File: src/mie_consts.svh
// Constants for the instruction execute block of the 8-bit core
// Contract
// - Add literal to accumulator, store in accumulator, update all three flags, one cycle.
// - Add accumulator and file register, route to destination, update all three flags.
// - Destination bit zero writes accumulator, one writes file register; addresses 000h-1FFh.
// - AND literal into accumulator, only the zero flag changes, one cycle.
// - AND accumulator with file register, route by destination, only zero flag changes.
// - Bit clear forces the chosen bit of a file register to zero, no flags.
// - Bit set forces the chosen bit of a file register to one, no flags.
// - Bit test skips on clear or set; skipped instruction becomes a NOP, two cycles.
// - Clear file writes zero to the file register and sets the zero flag.
// - Clear accumulator writes zero to the accumulator and sets the zero flag.
// - Watchdog kick zeroes the watchdog counter and updates expiry and powerdown flags.
// - Complement inverts the file register, routes by destination, updates zero flag.
// - Decrement subtracts one, routes by destination, updates zero flag only.
// - Decrement-skip changes no flags; a zero result replaces the next instruction by NOP.
// - Increment adds one, routes by destination, updates zero flag only.
// - Increment-skip changes no flags; a zero result replaces the next instruction by NOP.
// - OR literal into accumulator and update the zero flag, one cycle.
// - OR accumulator with file register, route by destination, update zero flag.
// - Long call pushes pointer plus one, loads pointer from 13-bit immediate, two cycles.
// - Long jump loads pointer from 13-bit immediate, no stack or flags, two cycles.
// - Move copies file register to destination and updates zero flag, a zero test.
// - Out-bit flag is carry on addition, nibble flag the same at the nibble boundary.
`ifndef MIE_CONSTS_SVH
`define MIE_CONSTS_SVH

`define MIE_OPC_W 16
`define MIE_PP_W 13
`define MIE_FA_W 9
`define MIE_DATA_W 8
`define MIE_BIT_W 3
`define MIE_NIB_W 4
`define MIE_WDOG_W 8

`define MIE_GRP_HI 13
`define MIE_GRP_LO 12
`define MIE_SUB_HI 11
`define MIE_SUB_LO 8
`define MIE_DST_BIT 7
`define MIE_FHI_HI 15
`define MIE_FHI_LO 14
`define MIE_FLO_HI 6
`define MIE_BIT_HI 9
`define MIE_BIT_LO 7
`define MIE_BKIND_HI 11
`define MIE_BKIND_LO 10
`define MIE_JMP_BIT 11
`define MIE_TGT_LO_HI 10
`define MIE_LIT_HI 15
`define MIE_LIT_LO 8
`define MIE_IMM_HI 7

`define MIE_GRP_BYTE 2'h0
`define MIE_GRP_LIT 2'h1
`define MIE_GRP_BRANCH 2'h2
`define MIE_GRP_BIT 2'h3

`define MIE_SUB_CLR 4'h1
`define MIE_SUB_DEC 4'h3
`define MIE_SUB_OR 4'h4
`define MIE_SUB_AND 4'h5
`define MIE_SUB_ADD 4'h7
`define MIE_SUB_MOV 4'h8
`define MIE_SUB_COM 4'h9
`define MIE_SUB_INC 4'hA
`define MIE_SUB_DECSZ 4'hB
`define MIE_SUB_INCSZ 4'hF

`define MIE_BK_CLR 2'h0
`define MIE_BK_SET 2'h1
`define MIE_BK_SKC 2'h2
`define MIE_BK_SKS 2'h3

`define MIE_LIT_OR 8'h1A
`define MIE_LIT_AND 8'h1B
`define MIE_LIT_ADD 8'h1C
`define MIE_WORD_KICK 16'h1E04
`define MIE_WORD_CLRACC 16'h0140
`define MIE_WORD_NOP 16'h0000

`define MIE_PP_RST 13'h0000
`define MIE_ACC_RST 8'h00
`define MIE_FLAG_RST 1'b0
`define MIE_WDFLAG_RST 1'b1
`define MIE_PP_STEP 13'h0001

`endif

File: src/mie_pkg.sv
// Types shared by the instruction execute block
package mie_pkg;
  typedef enum logic [4:0] {
    op_nop, op_add_lit, op_and_lit, op_or_lit, op_add_f, op_and_f, op_or_f,
    op_clr_f, op_clr_acc, op_com_f, op_dec_f, op_decsz_f, op_inc_f, op_incsz_f,
    op_mov_f, op_bclr, op_bset, op_bskc, op_bsks, op_call, op_jump, op_kick
  } mie_op_t;
endpackage

File: src/mie_decode.sv
// Opcode decoder: splits a 16-bit opcode into operation and fields
`timescale 1ns/1ps
`include "mie_consts.svh"
module mie_decode (
  input wire logic [`MIE_OPC_W-1:0] opcode,
  output mie_pkg::mie_op_t op,
  output logic [`MIE_FA_W-1:0] fa,
  output logic dst_file,
  output logic [`MIE_BIT_W-1:0] bit_pos,
  output logic [`MIE_DATA_W-1:0] imm,
  output logic [`MIE_PP_W-1:0] target
);
  function automatic mie_pkg::mie_op_t byte_op(input logic [3:0] sub, input logic d);
    mie_pkg::mie_op_t r;
    r = mie_pkg::op_nop;
    case (sub)
      `MIE_SUB_ADD: r = mie_pkg::op_add_f;
      `MIE_SUB_AND: r = mie_pkg::op_and_f;
      `MIE_SUB_OR: r = mie_pkg::op_or_f;
      `MIE_SUB_CLR: r = d ? mie_pkg::op_clr_f : mie_pkg::op_nop;
      `MIE_SUB_COM: r = mie_pkg::op_com_f;
      `MIE_SUB_DEC: r = mie_pkg::op_dec_f;
      `MIE_SUB_DECSZ: r = mie_pkg::op_decsz_f;
      `MIE_SUB_INC: r = mie_pkg::op_inc_f;
      `MIE_SUB_INCSZ: r = mie_pkg::op_incsz_f;
      `MIE_SUB_MOV: r = mie_pkg::op_mov_f;
      default: r = mie_pkg::op_nop;
    endcase
    return r;
  endfunction

  // Nine-bit file address: two high bits sit above the group field
  assign fa = {opcode[`MIE_FHI_HI:`MIE_FHI_LO], opcode[`MIE_FLO_HI:0]};
  assign bit_pos = opcode[`MIE_BIT_HI:`MIE_BIT_LO];
  assign imm = opcode[`MIE_IMM_HI:0];
  assign target = {opcode[`MIE_FHI_HI:`MIE_FHI_LO], opcode[`MIE_TGT_LO_HI:0]};

  always_comb begin
    op = mie_pkg::op_nop;
    dst_file = opcode[`MIE_DST_BIT];
    case (opcode[`MIE_GRP_HI:`MIE_GRP_LO])
      `MIE_GRP_BYTE: begin
        if (opcode == `MIE_WORD_CLRACC) begin
          op = mie_pkg::op_clr_acc;
        end else begin
          op = byte_op(opcode[`MIE_SUB_HI:`MIE_SUB_LO], opcode[`MIE_DST_BIT]);
        end
      end
      `MIE_GRP_LIT: begin
        // Unimplemented literal and control words fall through as NOP
        if (opcode == `MIE_WORD_KICK) begin
          op = mie_pkg::op_kick;
        end else begin
          case (opcode[`MIE_LIT_HI:`MIE_LIT_LO])
            `MIE_LIT_ADD: op = mie_pkg::op_add_lit;
            `MIE_LIT_AND: op = mie_pkg::op_and_lit;
            `MIE_LIT_OR: op = mie_pkg::op_or_lit;
            default: op = mie_pkg::op_nop;
          endcase
        end
      end
      `MIE_GRP_BRANCH: begin
        op = opcode[`MIE_JMP_BIT] ? mie_pkg::op_jump : mie_pkg::op_call;
      end
      default: begin
        dst_file = 1'b1;
        case (opcode[`MIE_BKIND_HI:`MIE_BKIND_LO])
          `MIE_BK_CLR: op = mie_pkg::op_bclr;
          `MIE_BK_SET: op = mie_pkg::op_bset;
          `MIE_BK_SKC: op = mie_pkg::op_bskc;
          default: op = mie_pkg::op_bsks;
        endcase
      end
    endcase
  end
endmodule

File: src/mie_alu.sv
// Arithmetic and logic unit with carry, nibble carry and zero
`timescale 1ns/1ps
`include "mie_consts.svh"
module mie_alu #(
  parameter int DW = `MIE_DATA_W
) (
  input wire mie_pkg::mie_op_t op,
  input wire logic [DW-1:0] acc,
  input wire logic [DW-1:0] fval,
  input wire logic [DW-1:0] imm,
  input wire logic [`MIE_BIT_W-1:0] bit_pos,
  output logic [DW-1:0] result,
  output logic carry,
  output logic half,
  output logic zero,
  output logic bit_val
);
  logic [DW-1:0] operand;
  logic [DW:0] sum;
  logic [`MIE_NIB_W:0] nib_sum;
  logic [DW-1:0] mask;

  assign operand = (op == mie_pkg::op_add_lit) ? imm : fval;
  assign sum = {1'b0, acc} + {1'b0, operand};
  assign nib_sum = {1'b0, acc[`MIE_NIB_W-1:0]} + {1'b0, operand[`MIE_NIB_W-1:0]};
  assign carry = sum[DW];
  assign half = nib_sum[`MIE_NIB_W];
  assign mask = DW'(1) << bit_pos;
  assign bit_val = |(fval & mask);
  assign zero = (result == '0);

  always_comb begin
    case (op)
      mie_pkg::op_add_lit, mie_pkg::op_add_f: result = sum[DW-1:0];
      mie_pkg::op_and_lit: result = acc & imm;
      mie_pkg::op_and_f: result = acc & fval;
      mie_pkg::op_or_lit: result = acc | imm;
      mie_pkg::op_or_f: result = acc | fval;
      mie_pkg::op_clr_f, mie_pkg::op_clr_acc: result = '0;
      mie_pkg::op_com_f: result = ~fval;
      mie_pkg::op_dec_f, mie_pkg::op_decsz_f: result = fval - DW'(1);
      mie_pkg::op_inc_f, mie_pkg::op_incsz_f: result = fval + DW'(1);
      mie_pkg::op_bclr: result = fval & ~mask;
      mie_pkg::op_bset: result = fval | mask;
      default: result = fval;
    endcase
  end
endmodule

File: src/mie_core.sv
// Fetch, decode and execute core for the documented instruction subset
`timescale 1ns/1ps
`include "mie_consts.svh"
module mie_core #(
  parameter int PW = `MIE_PP_W,
  parameter int DW = `MIE_DATA_W,
  parameter int AW = `MIE_FA_W,
  parameter int WW = `MIE_WDOG_W
) (
  input wire logic clk_sys,
  input wire logic rst,
  input wire logic ce,
  output logic [PW-1:0] pm_addr,
  input wire logic [`MIE_OPC_W-1:0] pm_rdata,
  output logic [AW-1:0] rf_raddr,
  input wire logic [DW-1:0] rf_rdata,
  output logic rf_we,
  output logic [AW-1:0] rf_waddr,
  output logic [DW-1:0] rf_wdata,
  output logic stack_push,
  output logic [PW-1:0] stack_head,
  output logic [DW-1:0] acc,
  output logic out_bit_flag,
  output logic nibble_overflow_flag,
  output logic null_result_flag,
  output logic expiry_flag,
  output logic powerdown_flag,
  output logic [WW-1:0] watchdog_counter
);
  logic [`MIE_OPC_W-1:0] instr;
  logic [PW-1:0] program_pointer;
  mie_pkg::mie_op_t op;
  logic [AW-1:0] fa;
  logic dst_file;
  logic [`MIE_BIT_W-1:0] bit_pos;
  logic [DW-1:0] imm;
  logic [PW-1:0] target;
  logic [DW-1:0] fval;
  logic [DW-1:0] result;
  logic alu_carry;
  logic alu_half;
  logic alu_zero;
  logic bit_val;
  logic skip;
  logic branch;
  logic to_file;
  logic to_acc;
  logic upd_arith;
  logic upd_zero;
  logic [PW-1:0] next_pp;
  logic [WW-1:0] next_wdog;

  mie_decode u_decode (
    .opcode(instr),
    .op(op),
    .fa(fa),
    .dst_file(dst_file),
    .bit_pos(bit_pos),
    .imm(imm),
    .target(target)
  );

  // A write issued last cycle has not reached the file yet, so forward it
  assign rf_raddr = fa;
  assign fval = (rf_we && rf_waddr == fa) ? rf_wdata : rf_rdata;

  mie_alu #(.DW(DW)) u_alu (
    .op(op),
    .acc(acc),
    .fval(fval),
    .imm(imm),
    .bit_pos(bit_pos),
    .result(result),
    .carry(alu_carry),
    .half(alu_half),
    .zero(alu_zero),
    .bit_val(bit_val)
  );

  assign pm_addr = program_pointer;

  always_comb begin
    skip = 1'b0;
    branch = 1'b0;
    to_file = 1'b0;
    to_acc = 1'b0;
    upd_arith = 1'b0;
    upd_zero = 1'b0;
    case (op)
      mie_pkg::op_add_lit: begin
        to_acc = 1'b1;
        upd_arith = 1'b1;
      end
      mie_pkg::op_add_f: begin
        to_file = dst_file;
        to_acc = ~dst_file;
        upd_arith = 1'b1;
      end
      mie_pkg::op_and_lit, mie_pkg::op_or_lit, mie_pkg::op_clr_acc: begin
        to_acc = 1'b1;
        upd_zero = 1'b1;
      end
      mie_pkg::op_and_f, mie_pkg::op_or_f, mie_pkg::op_com_f, mie_pkg::op_dec_f,
      mie_pkg::op_inc_f, mie_pkg::op_mov_f: begin
        to_file = dst_file;
        to_acc = ~dst_file;
        upd_zero = 1'b1;
      end
      mie_pkg::op_clr_f: begin
        to_file = 1'b1;
        upd_zero = 1'b1;
      end
      mie_pkg::op_decsz_f, mie_pkg::op_incsz_f: begin
        to_file = dst_file;
        to_acc = ~dst_file;
        skip = alu_zero;
      end
      mie_pkg::op_bclr, mie_pkg::op_bset: begin
        to_file = 1'b1;
      end
      mie_pkg::op_bskc: begin
        skip = ~bit_val;
      end
      mie_pkg::op_bsks: begin
        skip = bit_val;
      end
      mie_pkg::op_call, mie_pkg::op_jump: begin
        branch = 1'b1;
      end
      default: begin
        skip = 1'b0;
      end
    endcase
  end

  // Fetch address already points one past the executing opcode
  assign next_pp = branch ? target : program_pointer + `MIE_PP_STEP;

  always_ff @(posedge clk_sys) begin
    if (rst) begin
      program_pointer <= `MIE_PP_RST;
    end else if (ce) begin
      program_pointer <= next_pp;
    end
  end

  // A discarded opcode becomes a NOP slot: skips and branches cost one extra cycle
  always_ff @(posedge clk_sys) begin
    if (rst) begin
      instr <= `MIE_WORD_NOP;
    end else if (ce) begin
      instr <= (skip || branch) ? `MIE_WORD_NOP : pm_rdata;
    end
  end

  always_ff @(posedge clk_sys) begin
    if (rst) begin
      stack_push <= 1'b0;
      stack_head <= `MIE_PP_RST;
    end else if (ce) begin
      stack_push <= (op == mie_pkg::op_call);
      if (op == mie_pkg::op_call) begin
        stack_head <= program_pointer;
      end
    end
  end

  always_ff @(posedge clk_sys) begin
    if (rst) begin
      rf_we <= 1'b0;
      rf_waddr <= '0;
      rf_wdata <= `MIE_ACC_RST;
    end else if (ce) begin
      rf_we <= to_file;
      if (to_file) begin
        rf_waddr <= fa;
        rf_wdata <= result;
      end
    end
  end

  always_ff @(posedge clk_sys) begin
    if (rst) begin
      acc <= `MIE_ACC_RST;
    end else if (ce && to_acc) begin
      acc <= result;
    end
  end

  always_ff @(posedge clk_sys) begin
    if (rst) begin
      out_bit_flag <= `MIE_FLAG_RST;
      nibble_overflow_flag <= `MIE_FLAG_RST;
      null_result_flag <= `MIE_FLAG_RST;
    end else if (ce) begin
      if (upd_arith) begin
        out_bit_flag <= alu_carry;
        nibble_overflow_flag <= alu_half;
      end
      if (upd_arith || upd_zero) begin
        null_result_flag <= alu_zero;
      end
    end
  end

  // Free-running watchdog; a wrap marks expiry, a kick restarts it
  assign next_wdog = watchdog_counter + WW'(1);

  always_ff @(posedge clk_sys) begin
    if (rst) begin
      watchdog_counter <= '0;
    end else if (ce) begin
      watchdog_counter <= (op == mie_pkg::op_kick) ? '0 : next_wdog;
    end
  end

  always_ff @(posedge clk_sys) begin
    if (rst) begin
      expiry_flag <= `MIE_WDFLAG_RST;
      powerdown_flag <= `MIE_WDFLAG_RST;
    end else if (ce) begin
      if (op == mie_pkg::op_kick) begin
        expiry_flag <= `MIE_WDFLAG_RST;
        powerdown_flag <= `MIE_WDFLAG_RST;
      end else if (next_wdog == '0) begin
        expiry_flag <= `MIE_FLAG_RST;
      end
    end
  end
endmodule

File: config.mk
export PLATFORM = sky130hd
export DESIGN_NAME = mie_core
export DESIGN_NICKNAME = d
export VERILOG_FILES = /design/src/mie_pkg.sv /design/src/mie_decode.sv /design/src/mie_alu.sv /design/src/mie_core.sv
export VERILOG_INCLUDE_DIRS = /design/src
export SDC_FILE = /design/constraint.sdc
export NUM_CORES = 1
export LEC_CHECK = 0
export BUFFER_PORTS_ARGS = -buffer_cell sky130_fd_sc_hd__buf_2
export CORE_AREA = 2 2 137 86
export CTS_CLUSTER_DIAMETER = 60
export DETAILED_ROUTE_END_ITERATION = 10
export DIE_AREA = 0 0 139 88
export GPL_TIMING_DRIVEN = 0
export PLACE_DENSITY = 0.79
export SYNTH_ARGS = -nofsm -noshare
export SYNTH_HDL_FRONTEND = slang
export SYNTH_HIERARCHICAL = 1
export SYNTH_SLANG_ARGS = --single-unit
File: constraint.sdc
create_clock -name clk_sys -period 7 [get_ports clk_sys]
set_input_delay 1.4 -clock clk_sys [delete_from_list [all_inputs] [get_ports clk_sys]]
set_output_delay 1.4 -clock clk_sys [all_outputs]
set_load 0.05 [all_outputs]
==> impl_metrics.env <==
export IMPL_io_buffer_count=100
export IMPL_stdcell_count=995
export IMPL_synth_fa_ha_area_frac=0.0657
export IMPL_drtIter0Drc=733
export IMPL_worstSkewPairLatency_ps=340
export IMPL_dr_pass1_iters=5
export IMPL_syn_avg_cell_area_um2=8.45
export IMPL_synth_top_cell_area_share=0.262
export IMPL_numCtsBuffers=9
export IMPL_hold_class="reg -> reg"
export IMPL_timing_rr_start="instr[10]"
export IMPL_utilization=0.658
export IMPL_finalCritPeriodShare=0.946
export IMPL_dp_slack_ps=251
export IMPL_cp_end_kind="flop"
export IMPL_max_slew_worst_pin_slew_ps=1380
export IMPL_cts_sink_count=81
export IMPL_drive_above_1_share=0.260
export IMPL_irDropWorstVdd_uv=133
export IMPL_synth_compound_area_share=0.190
export IMPL_max_cap_viol_count=0
export IMPL_ys_flop_type="dfxtp_1"
export IMPL_vias=6319
export IMPL_ios=102
export IMPL_routed_wl_um=20700
export IMPL_vias_per_cell=6.35
export IMPL_cp_arrival_ps=6850
export IMPL_finalCriticalPeriod_ps=6620
export IMPL_hold_buffers=0
export IMPL_clkTransAtPathRegs_ps=70
export IMPL_worst_path_buf_inv=3
export IMPL_track_usage=0.329
export IMPL_wl_per_cell_um=20.8
export IMPL_antenna_found_initial=0
export IMPL_crit_chain="inv_1 -> ha_1 -> nand3b_1 -> or3_1 -> and3b_1 -> o31ai_4 -> or2b_1 -> nor3b_1 -> inv_1 -> fa_1 -> a211oi_1 -> o21ai_0 -> nor3b_1 -> a2111oi_1 -> o2111ai_1 -> or4_1 -> nor4_2 -> nand2_1 -> nor3_1 -> o21a_1 -> nor3_2 -> buf_2 -> a22o_1"
export IMPL_synth_nets=788
export IMPL_pwr_density_cell_nw_per_um2=193
export IMPL_ys_ff_latch=81
export IMPL_synth_cells=733
export IMPL_fmax_mhz=151
export IMPL_critPathMaxFanout=13
export IMPL_cts_root_buffer="clkbuf_16"
export IMPL_n_antenna_cell=0
export IMPL_gp_routability_congestion=1.03
export IMPL_grt_first_pass_wirelength_um=31300
export IMPL_synth_cell_types=88
export IMPL_area_growth_synth_to_final_pct=16.4
export IMPL_p_leak_nw=3.23
export IMPL_grt_setup_unrepaired="no"
export IMPL_hold_viol_final=0
export IMPL_synth_edf_count=0
export IMPL_final_setup_viol_count=0
export IMPL_max_slew_margin=0.0741
export IMPL_p_total_w=0.00139
export IMPL_synth_warning_count=6
export IMPL_overflow=0
export IMPL_crit_required_ps=7230
export IMPL_n_fill_cell=941
export IMPL_ys_top_cells_by_area="dfxtp_1 (26%), mux2i_1 (7.4%), ha_1 (5.3%)"
export IMPL_muxShareOfSynthArea=0.120
export IMPL_status="finished clean"
export IMPL_cpPeakStageDelay_ps=580
export IMPL_grt_pass1_vias=5597
export IMPL_yosys_area_top_type="dfxtp_1"
export IMPL_skew_ps=10.3
export IMPL_htreeDepth=3
export IMPL_initial_utilization=0.565
export IMPL_rows=30
export IMPL_multi_input_area_um2=3990
export IMPL_die_w_um=139
export IMPL_fp_coreArea_um2=11000
export IMPL_cts_tree="done"
export IMPL_worst_path_max_delay_cell="or4_1"
export IMPL_min_from="expiry_flag"
export IMPL_regArea_um2=1620
export IMPL_timing_setup_tns_ps=0
export IMPL_cts_max_path_buffers=2
export IMPL_critPathLaunchType="flop"
export IMPL_grt_max_degree=16
export IMPL_drv_slew=0
export IMPL_crit_type="reg -> reg"
export IMPL_drc=0
export IMPL_final_nets=901
export IMPL_synth_top_family_by_area="simple AND/OR/NAND/NOR gates"
export IMPL_die_area_um2=12200
export IMPL_netlist_area_um2=6190
export IMPL_synthXorXnorAreaFrac=0.0368
export IMPL_dpl_hpwl_um=16100
export IMPL_die_h_um=88
export IMPL_crit_start="instr[10]"
export IMPL_yosysSeqAreaShare=0.262
export IMPL_dp_cells=977
export IMPL_synth_simple_gate_area_frac=0.226
export IMPL_setup_ws_ps=379
export IMPL_critPathTopFamily="simple AND/OR/NAND/NOR gates"
export IMPL_synth_async_reset_ratio=0
export IMPL_postRouteAntennaNets=0
cell type report:
type                       count  area share
inverter                      17     0.00885
sequential                    81       0.225
clock buffer                  10      0.0332
multi-input combinational    557       0.553
tap                          144      0.0250
buffer                        78      0.0762
clock inverter                 6     0.00677
timing repair buffer         102      0.0715
synth_stat cells, drive strengths merged, types with 3 or more instances:
library cell and number:
o22ai 5, o21ai 32, maj3 4, ha 26, a211oi 9, nand3b 15, nor3b 7, buf 61
and3b 5, nand2b 9, nor3 26, o211ai 5, nor2 86, clkbuf 17, a22o 17, o21a 8
nor2b 8, and2 6, xnor2 15, or3 6, nand3 14, mux2i 46, nor4b 3, nor4 8
mux2 21, a21o 9, a31oi 5, a22oi 9, and3 12, o2111ai 4, nand4 9, inv 16
nand2 37, xor2 11, o31ai 6, dfxtp 81, a21oi 33
worst register-to-register path, delay by kind of cell, from the launching register on:
family	cells	cell delay, ps
DFF	1	380
AOI/OAI and AO/OA	7	2000
and+or+nand+nor	11	2720
adders and majority gates	2	790
buffers and inverters	3	640
stage by stage:
stage / instance area [um2] / hold slack [ps]
2_1_floorplan: 6190 / 465
3_3_place_gp: 6870 / 444
6_report: 7210 / 459
3_5_place_dp: 6870 / 451
5_1_grt: 7210 / 470
4_1_cts: 7160 / 460
cells in the final DEF (no fill, tap or decap), types with 8 or more instances in the layout:
cell type and n:
buf_2 111, nor2_1 84, dfxtp_1 81, mux2i_1 46
buf_4 40, nand2_1 37, a21oi_1 32, o21ai_0 28
ha_1 26, nor3_1 21, mux2_2 19, a22o_1 17
inv_1 16, clkbuf_1 16, xnor2_1 15, nand3b_1 15
nand3_1 13, and3_1 11, buf_6 11, xor2_1 11
nand4_1 9, nand2b_1 9, a22oi_1 9, a211oi_1 9
clkbuf_16 9, nor2b_1 8, o21a_1 8, a21o_1 8
flip-flops by register name, indices dropped and copies added, names as in the netlist:
signal and flops:
instr 16, null_result_flag 1, expiry_flag 1, stack_push 1, acc 8, out_bit_flag 1
watchdog_counter 8, stack_head 13, rf_we 1, rf_wdata 8, rf_waddr 9, pm_addr 13
nibble_overflow_flag 1
cell families after synthesis:
| group | after synthesis |
|---|---|
| compound gates | 168 |
| xor+xnor | 26 |
| other cells | 1 |
| mux | 69 |
| simple gates | 261 |
| flops | 81 |
| fa+ha+maj | 32 |
| buf+inv | 95 |
power breakdown:
group	internal, W	leakage, nW	switching [W]
registers	0.000477	0.657	0.0000321
clock network	0.000255	0.137	0.000208
logic	0.000157	2.43	0.000260
total	0.000888	3.23	0.000500
per-layer routing:
metal,vias to the layer above,part of all wire,routed length [um],GRT usage
li1,2878,-,-,-
met3,16,0.14,2800,0.117
met4,0,0.0051,105,0.0560
met1,3022,0.48,9850,0.500
met5,-,0,0,0
met2,403,0.38,7960,0.443
worst paths after layout:
kind         depth (start not counted)  slack [ps]     endpoint
max                                 23         380     instr[6]
min                                  2         460  expiry_flag
max reg2reg                         23         380     instr[6]
min reg2reg                          2         460  expiry_flag
timing repair:
action | CTS | global route
setup endpoints to repair | 0 | 16
buffers inserted | 0 | 2
gates resized for setup | 0 | 4
Power figures use the tool's default switching activity.
